## src/verilog/cxk_map.svh

```systemverilog
// Constants for the coprocessor exception / nullify / kill port.
// Assumes byte addresses on a plain 8-bit register port, 32-bit data.
`ifndef CXK_MAP_SVH
`define CXK_MAP_SVH

`define CXK_ADDR_W        8
`define CXK_DATA_W        32
`define CXK_OFS_STATUS    8'h00
`define CXK_OFS_IRQ_EN    8'h04
`define CXK_OFS_IRQ_CLR   8'h08
`define CXK_OFS_CAUSE     8'h0C
`define CXK_OFS_CTRL      8'h10

`define CXK_EVT_W         4
`define CXK_EVT_EXC       0
`define CXK_EVT_BADCAUSE  1
`define CXK_EVT_NULLIFIED 2
`define CXK_EVT_KILLED    3
`define CXK_CTRL_KOE      0
`define CXK_CTRL_RST      1'h0
`define CXK_IRQ_EN_RST    4'h0

`define CXK_CAUSE_ILLEGAL_OP 5'h0A
`define CXK_CAUSE_IMPL_SPEC  5'h11
`define CXK_CAUSE_SECOND_COPROCESSOR_ERR   5'h12

`define CXK_KILL_NONE     2'h0
`define CXK_KILL_OTHER    2'h2
`define CXK_KILL_EXC      2'h3

`endif

```

## src/verilog/cxk_pkg.sv

```systemverilog
// Types for the coprocessor exception / nullify / kill port.
// Assumes cxk_map.svh is on the include path.
`default_nettype none
`include "cxk_map.svh"

package cxk_pkg;

    typedef struct packed {
        logic       strobe;
        logic       flag;
        logic [4:0] cause;
    } cxk_exc_t;

    typedef struct packed {
        logic strobe;
        logic flag;
    } cxk_null_t;

    typedef struct packed {
        logic       strobe;
        logic [1:0] killType;
    } cxk_kill_t;

endpackage : cxk_pkg

`default_nettype wire

```

## src/verilog/cxk_port.sv

```systemverilog
// Core-side end of the second coprocessor exception / nullify / kill port.
// Assumes the coprocessor runs on core_clk, so its inputs need no synchroniser.
//
// Overview of operation
// - Exception counts only when flag and strobe are both high.
// - Cause code is sampled only when strobe and flag are both high.
// - Only causes 01010, 10001, 10010 are legal; others flagged as errors.
// - Nullify flag high ends the instruction; no further transactions for it.
// - Core reports killing of every issued instruction via strobe and type.
// - Kill strobe is high in the cycle the kill type is valid.
// - Kill types 00/01 commit, 10 killed otherwise, 11 killed by exception.
`timescale 1ns/1ps
`default_nettype none
`include "cxk_map.svh"

module cxk_port
    import cxk_pkg::*;
(
    // Clock and reset
    input  wire logic                   core_clk,
    input  wire logic                   arst_n,
    // Coprocessor link
    input  wire cxk_exc_t               copExc,
    output var  cxk_null_t              copNull,
    output var  cxk_kill_t              copKill,
    // Core pipeline side
    input  wire logic                   nullReq,
    input  wire logic                   nullFlagIn,
    input  wire logic                   killReq,
    input  wire logic                   killAbort,
    output logic                        excPending,
    output logic [4:0]                  excCause,
    // Register port
    input  wire logic [`CXK_ADDR_W-1:0] regAddr,
    input  wire logic [`CXK_DATA_W-1:0] regWdata,
    input  wire logic                   regWr,
    input  wire logic                   regRd,
    output logic [`CXK_DATA_W-1:0]      regRdata,
    // Interrupt
    output logic                        irq
);

    ////////////////////////////////////////////////////////////////////////
    // Reset release
    logic [1:0] rstPipe_q;
    logic       rstN;

    always_ff @(posedge core_clk or negedge arst_n) begin
        if (!arst_n) rstPipe_q <= 2'h0;
        else         rstPipe_q <= {rstPipe_q[0], 1'h1};
    end
    assign rstN = rstPipe_q[1];

    ////////////////////////////////////////////////////////////////////////
    // Exception intake
    logic       excHit;
    logic       causeLegal;
    logic       excPend_q;
    logic       excPend_d;
    logic [4:0] cause_q;
    logic       nullEnds;

    assign excHit     = copExc.strobe & copExc.flag;
    assign causeLegal = (copExc.cause == `CXK_CAUSE_ILLEGAL_OP) ||
                        (copExc.cause == `CXK_CAUSE_IMPL_SPEC)  ||
                        (copExc.cause == `CXK_CAUSE_SECOND_COPROCESSOR_ERR);
    assign nullEnds   = nullReq & nullFlagIn;
    // New exception wins over a same-cycle end of instruction
    assign excPend_d  = excHit | (excPend_q & ~killReq & ~nullEnds);

    always_ff @(posedge core_clk or negedge rstN) begin
        if (!rstN) excPend_q <= 1'h0;
        else       excPend_q <= excPend_d;
    end

    // cause captured only on a real exception
    always_ff @(posedge core_clk or negedge rstN) begin
        if (!rstN)       cause_q <= 5'h00;
        else if (excHit) cause_q <= copExc.cause;
    end

    assign excPending = excPend_q;
    assign excCause   = cause_q;

    ////////////////////////////////////////////////////////////////////////
    // Nullify and kill drive
    logic       ctrlKoe_q;
    logic       excSeen;
    logic [1:0] killType_d;
    cxk_null_t  null_q;
    cxk_kill_t  kill_q;

    assign excSeen    = excPend_q | excHit;
    assign killType_d = killAbort ? (excSeen ? `CXK_KILL_EXC : `CXK_KILL_OTHER)
                      : ((ctrlKoe_q & excSeen) ? `CXK_KILL_EXC
                                               : `CXK_KILL_NONE);

    always_ff @(posedge core_clk or negedge rstN) begin
        if (!rstN) null_q <= '0;
        else       null_q <= '{strobe: nullReq, flag: nullReq & nullFlagIn};
    end

    always_ff @(posedge core_clk or negedge rstN) begin
        if (!rstN)        kill_q <= '0;
        else if (killReq) kill_q <= '{strobe: 1'h1, killType: killType_d};
        else              kill_q <= '0;
    end

    assign copNull = null_q;
    assign copKill = kill_q;

    ////////////////////////////////////////////////////////////////////////
    // Registers and interrupt
    logic [`CXK_EVT_W-1:0]  events;
    logic [`CXK_EVT_W-1:0]  sticky_q;
    logic [`CXK_EVT_W-1:0]  irqEn_q;
    logic [`CXK_EVT_W-1:0]  clrMask;
    logic [`CXK_DATA_W-1:0] rdMux;
    logic [`CXK_DATA_W-1:0] rdata_q;
    logic                   selStatus;
    logic                   selEn;
    logic                   selClr;
    logic                   selCause;
    logic                   selCtrl;

    assign selStatus = (regAddr == `CXK_OFS_STATUS);
    assign selEn     = (regAddr == `CXK_OFS_IRQ_EN);
    assign selClr    = (regAddr == `CXK_OFS_IRQ_CLR);
    assign selCause  = (regAddr == `CXK_OFS_CAUSE);
    assign selCtrl   = (regAddr == `CXK_OFS_CTRL);

    assign events[`CXK_EVT_EXC]       = excHit;
    assign events[`CXK_EVT_BADCAUSE]  = excHit & ~causeLegal;
    assign events[`CXK_EVT_NULLIFIED] = null_q.strobe & null_q.flag;
    assign events[`CXK_EVT_KILLED]    = kill_q.strobe & kill_q.killType[1];

    assign clrMask = (regWr & selClr) ? regWdata[`CXK_EVT_W-1:0] : '0;

    // Set wins over a same-cycle clear, so no event is lost
    always_ff @(posedge core_clk or negedge rstN) begin
        if (!rstN) sticky_q <= '0;
        else       sticky_q <= (sticky_q & ~clrMask) | events;
    end

    always_ff @(posedge core_clk or negedge rstN) begin
        if (!rstN)              irqEn_q <= `CXK_IRQ_EN_RST;
        else if (regWr & selEn) irqEn_q <= regWdata[`CXK_EVT_W-1:0];
    end

    always_ff @(posedge core_clk or negedge rstN) begin
        if (!rstN)                ctrlKoe_q <= `CXK_CTRL_RST;
        else if (regWr & selCtrl) ctrlKoe_q <= regWdata[`CXK_CTRL_KOE];
    end

    // Clear register is write-only; unmapped addresses read zero
    assign rdMux = selStatus ? {{(`CXK_DATA_W-`CXK_EVT_W){1'b0}}, sticky_q}
                 : selEn     ? {{(`CXK_DATA_W-`CXK_EVT_W){1'b0}}, irqEn_q}
                 : selCause  ? {27'h0000000, cause_q}
                 : selCtrl   ? {31'h00000000, ctrlKoe_q}
                 : '0;

    // Read data stand only in the cycle after the strobe
    always_ff @(posedge core_clk or negedge rstN) begin
        if (!rstN) rdata_q <= '0;
        else       rdata_q <= regRd ? rdMux : '0;
    end

    assign regRdata = rdata_q;
    assign irq      = |(sticky_q & irqEn_q);

    ////////////////////////////////////////////////////////////////////////
    // Checks
    a_exc_capture: assert property (@(posedge core_clk) disable iff (!rstN)
        excHit |=> sticky_q[`CXK_EVT_EXC] && excPend_q)
        else $error("exception not recorded");
    a_cause_hold: assert property (@(posedge core_clk) disable iff (!rstN)
        !excHit |=> $stable(cause_q))
        else $error("cause changed without a valid exception");
    a_bad_cause: assert property (@(posedge core_clk) disable iff (!rstN)
        (excHit && !causeLegal) |=> sticky_q[`CXK_EVT_BADCAUSE])
        else $error("reserved cause not flagged");
    a_null_follow: assert property (@(posedge core_clk) disable iff (!rstN)
        nullReq |=> copNull.strobe && (copNull.flag == $past(nullFlagIn)))
        else $error("nullify report missing or wrong");
    a_null_pair: assert property (@(posedge core_clk) disable iff (!rstN)
        copNull.flag |-> copNull.strobe)
        else $error("nullify flag without strobe");
    a_null_ends: assert property (@(posedge core_clk) disable iff (!rstN)
        (nullEnds && !excHit) |=> !excPend_q)
        else $error("nullified instruction still pending");
    a_kill_strobe: assert property (@(posedge core_clk) disable iff (!rstN)
        killReq |=> copKill.strobe ##1 (copKill.strobe == $past(killReq)))
        else $error("kill strobe wrong");
    a_kill_exc: assert property (@(posedge core_clk) disable iff (!rstN)
        (killReq && killAbort && excPend_q) |=> copKill.killType == 2'h3)
        else $error("exception kill type wrong");
    a_kill_other: assert property (@(posedge core_clk) disable iff (!rstN)
        (killReq && killAbort && !excSeen) |=> copKill.killType == 2'h2)
        else $error("plain kill type wrong");
    a_kill_idle: assert property (@(posedge core_clk) disable iff (!rstN)
        !copKill.strobe |-> copKill.killType == 2'h0)
        else $error("kill type driven without strobe");
    a_kill_commit: assert property (@(posedge core_clk) disable iff (!rstN)
        (killReq && !killAbort && !(ctrlKoe_q && excSeen))
            |=> copKill.killType == `CXK_KILL_NONE)
        else $error("commit kill type wrong");

endmodule : cxk_port

`default_nettype wire
```

## config.mk

```make
export PLATFORM = sky130hd
export DESIGN_NAME = cxk_port
export DESIGN_NICKNAME = d
export VERILOG_FILES = /design/src/verilog/cxk_pkg.sv /design/src/verilog/cxk_port.sv
export VERILOG_INCLUDE_DIRS = /design/src /design/src/verilog
export SDC_FILE = /design/constraint.sdc
export NUM_CORES = 1
export LEC_CHECK = 0
export ABC_AREA = 1
export BUFFER_PORTS_ARGS = -buffer_cell sky130_fd_sc_hd__buf_2
export CAP_MARGIN = 20
export CORE_UTILIZATION = 30
export DETAILED_ROUTE_END_ITERATION = 8
export PLACE_DENSITY_LB_ADDON = 0.2
export SLEW_MARGIN = 20
export SYNTH_ARGS = -nofsm -noshare
export SYNTH_HDL_FRONTEND = slang
export SYNTH_SLANG_ARGS = --single-unit
export TNS_END_PERCENT = 20
```

## constraint.sdc

```tcl
create_clock -name core_clk -period 1 [get_ports core_clk]
set_clock_uncertainty 0.1 [all_clocks]
set_input_delay 0.05 -clock core_clk [delete_from_list [all_inputs] [get_ports core_clk]]
set_output_delay 0.05 -clock core_clk [all_outputs]
set_load 0.005 [all_outputs]
```

==> key figures <==
Status
  • Status: complete, but fails checks
  • Failing checks: negative setup slack

Synthesis
  • Synth Area in Simple Gates: 26.1%
  • Syn Inst Count: 180
  • XOR/XNOR Fraction of Synth Area: 0%
  • Mapped cell area: 1490 um2
  • Synthesized flop and latch total: 27
  • Synth warnings: 0
  • Synth cell types: 24
  • Syn Area/Cell: 8.29 um2
  • Synth Area in Compound Gates: between 8 and 9%
  • Mux contribution to synthesized area: 0%
  • Combinational family with the most area after synthesis: simple AND/OR/NAND/NOR gates
  • Adder-cell share of the synthesized area: 0%
  • Post-synthesis sequential area ratio: around 45%

Cells and area
  • Layout net count: 312
  • Layout cells sized above 1: between 30 and 40%
  • Final instance area: 2050 um2
  • Util after Layout: between 40% and 50%
  • Final Instance Count excl. Fillers: about 320
  • Area grow syn2layout: 37.0%
  • Fillers: just over 500
  • Antenna cells: 0

Worst setup path
  • Flop2flop setup slack: -20 ps
  • Crit path kind: reg -> out
  • Critical path peak fanout: 2
  • Crit path max-delay cell type: dfrtp_1
  • CP arrival: between 900 and 1000 ps
  • Worst Path Required: around 850 ps
  • Worst R2R End: regRdata[3]$_DFF_PN0_
  • Critical path startpoint: sticky_q[0]$_DFF_PN0_
  • Cells along the critical path: nand2_1 -> nand4_1 -> buf_2
  • Crit path capture type: primary output
  • Setup crit end: irq
  • CP max stage delay: 390 ps
  • CP startpoint kind: flip-flop
  • Worst reg2reg path depth: 6
  • RR Startpoint: sticky_q[3]$_DFF_PN0_

Placement
  • Setup WS pre-CTS: -41.1 ps
  • Buffers on Ports: 43
  • Cell Area, Placed: about 1700 um2
  • GPL Wtd Cong: about 0.77
  • Placed cell count: between 200 and 300
  • Half-perimeter wire length after placement: ~2200 um

Power
  • Seq pwr share: approximately 55%
  • Clock power share: between 20% and 30%
  • Power Dens Cells: between 1000 and 1500 nW/um2
  • Logic pwr share: between 10% and 20%
  • Cell Int Power: 1.62 mW
  • Total power: 2.17 mW
  • VDD IR max: slightly above 800 uV
  • Psw: 551 uW
  • LEAKAGE: ~1.1 nW
  • Sw Ratio: between 20 and 30%

Die
  • # rows: 25
  • Die width: 72.5 um
  • Core area: about 4800 um2
  • Die area: about 5300 um2
  • Top Ports: roughly 100
  • DIE HEIGHT: 72.5 um
  • Initial Util: approximately a third

Timing
  • Final Max Slew Viols: 0
  • Part of the cycle the worst path needs: 114%
  • Tmin final: 1140 ps
  • Final WS setup: -142 ps
  • Final setup TNS: -167 ps
  • Final Hold Violating Endpoints: 0
  • Setup violators final: 3
  • RSZ-0062 raised after global routing: yes
  • Final hold slack: 27.9 ps
  • FMAX: 876 MHz

Run
  • Max Cap Viol: 0

Clock tree
  • Clock transition at the registers of the reported paths: around 80 ps
  • TritonCTS clock tree: yes
  • TritonCTS Buffers: 3
  • Clock root cell: clkbuf_8
  • H-tree Lvls: 1
  • Worst-skew pair later-pin latency: between 200 and 300 ps
  • CTS sink count: 27
  • Clock Path Buffers: 2

Route
  • Drt total wl: approximately 3000 um
  • Drt first pass iters: 3
  • Post-DR wirelength/cell: between 9 and 10 um
  • DRT iter0 DRCs: 36
  • DRT antenna net count: 0
  • Via count: between 1000 and 1500
  • Vias/cell: ~3.9
  • DRC viols: 0

GRT
  • Global-route wire length before repair: between 4000 and 5000 um
  • Pin count of the biggest net entering global routing: 26
  • Global Route Usage Sum: about an eighth
  • GRT overflow: 0
  • Initial antenna violation count: 0
  • Vias in the first global route: 1112

Hold path
  • HP Class: in -> reg
==> cell usage after synthesis <==
cell type | count | area (um2)
nand2_2 | 2 | 12.5
nand3_2 | 1 | 10.0
inv_2 | 1 | 3.75
o21ai_0 | 5 | 25.0
clkbuf_1 | 1 | 3.75
a22oi_1 | 1 | 7.51
o21ai_2 | 3 | 26.3
nand2_4 | 3 | 33.8
nand4_1 | 1 | 6.26
o31ai_1 | 1 | 7.51
and2_1 | 1 | 6.26
nor2_4 | 5 | 56.3
o21a_1 | 1 | 7.51
o21ai_1 | 7 | 35.0
buf_4 | 27 | 203
nand3_1 | 13 | 65.1
inv_1 | 22 | 82.6
a21oi_1 | 1 | 5.00
conb_1 | 2 | 7.51
nor2_1 | 11 | 41.3
nand2_1 | 42 | 158
a21boi_1 | 1 | 7.51
dfrtp_1 | 27 | 676
inv_4 | 1 | 6.26
==> power by group through the flow <==
| stage | sequential [mW] | combinational (mW) | clock (mW) |
|---|---|---|---|
| 2_1_floorplan | 1.22 | 0.224 | 0 |
| 6_report | 1.19 | 0.394 | 0.590 |
| 5_1_grt | 1.20 | 0.448 | 0.670 |
| 4_1_cts | 1.19 | 0.387 | 0.627 |
| 3_5_place_dp | 1.21 | 0.323 | 0 |
| 3_3_place_gp | 1.21 | 0.320 | 0 |
==> state kept, by name, indices dropped and copies added (netlist names) <==
| register | cells |
|---|---|
| copKill | 3 |
| copNull | 2 |
| ctrlKoe_q | 1 |
| excCause | 5 |
| excPending | 1 |
| irqEn_q | 4 |
| regRdata | 5 |
| rstPipe_q | 2 |
| sticky_q | 4 |
==> metal layers <==
metal  global-route usage (%)  up-vias  part of all wire, %
met3                     2.92        2                  4.6
met1                     15.9      554                   46
met5                        0        -                    0
met4                     2.61        0                 0.50
li1                         -      654                    -
met2                     20.5       35                   49
==> what timing repair did <==
action / CTS / global route
hold buffers: 17 / 0
hold endpoints to repair: 20 / 0
setup endpoints to repair: 2 / 12
setup buffers: 7 / 2
gates resized for setup: 1 / 9
pin swaps: 0 / 4
==> final cells by class <==
| class | instances | area (um2) | area share [%] |
|---|---|---|---|
| Clock buffer | 4 | 45.0 | 2.20 |
| Timing Repair Buffer | 74 | 510 | 25.0 |
| Inverter | 24 | 92.6 | 4.53 |
| Multi-Input combinational cell | 127 | 638 | 31.2 |
| Tap cell | 67 | 83.8 | 4.10 |
| Sequential cell | 27 | 676 | 33.0 |
==> logic make-up (layout without fill, tap and decap cells) <==
| family | count (synthesis) | in the layout |
|---|---|---|
| AND/OR/NAND/NOR | 79 | 79 |
| buffers and inverters | 52 | 102 |
| flip-flops | 27 | 27 |
| AO/OA/AOI/OAI | 20 | 20 |
| other | 2 | 28 |
==> cells in the final DEF, fill, tap and decap left out, types with 2 or more instances in the layout <==
master         netlist  layout
buf_2                0      43
buf_4               27      11
buf_6                0       2
clkbuf_8             0       3
conb_1               2      28
dfrtp_1             27      27
dlygate4sd3_1        0      17
inv_1               22      21
inv_2                1       2
nand2_1             42      40
nand2_2              2       4
nand2_4              3       3
nand3_1             13      12
nand3_2              1       2
nor2_1              11       9
nor2_2               0       2
nor2_4               5       5
o21ai_0              5       5
o21ai_1              7       7
o21ai_2              3       3
==> how the worst min path moves through the flow <==
| stage | to | depth (start not counted) | start | slack [ps] |
|---|---|---|---|---|
| CTS | sticky_q[1]$_DFF_PN0_ | 5 | copExc[4] | 20 |
| global placement | rstPipe_q[0]$_DFF_PN0_ | 1 | arst_n | -260 |
| floorplan | rstPipe_q[0]$_DFF_PN0_ | 0 | arst_n | -350 |
| finish | sticky_q[1]$_DFF_PN0_ | 5 | copExc[4] | 30 |
| global route | copKill[0]$_DFF_PN0_ | 4 | copExc[5] | 80 |
| detailed placement | rstPipe_q[0]$_DFF_PN0_ | 1 | arst_n | -260 |
==> worst max-delay path, delay by kind of cell (launching register included) <==
family / cells / cell delay, ps
buf+inv: 1 / 150
simple gates: 2 / 190
flops: 1 / 390
Power figures use the tool's default switching activity.
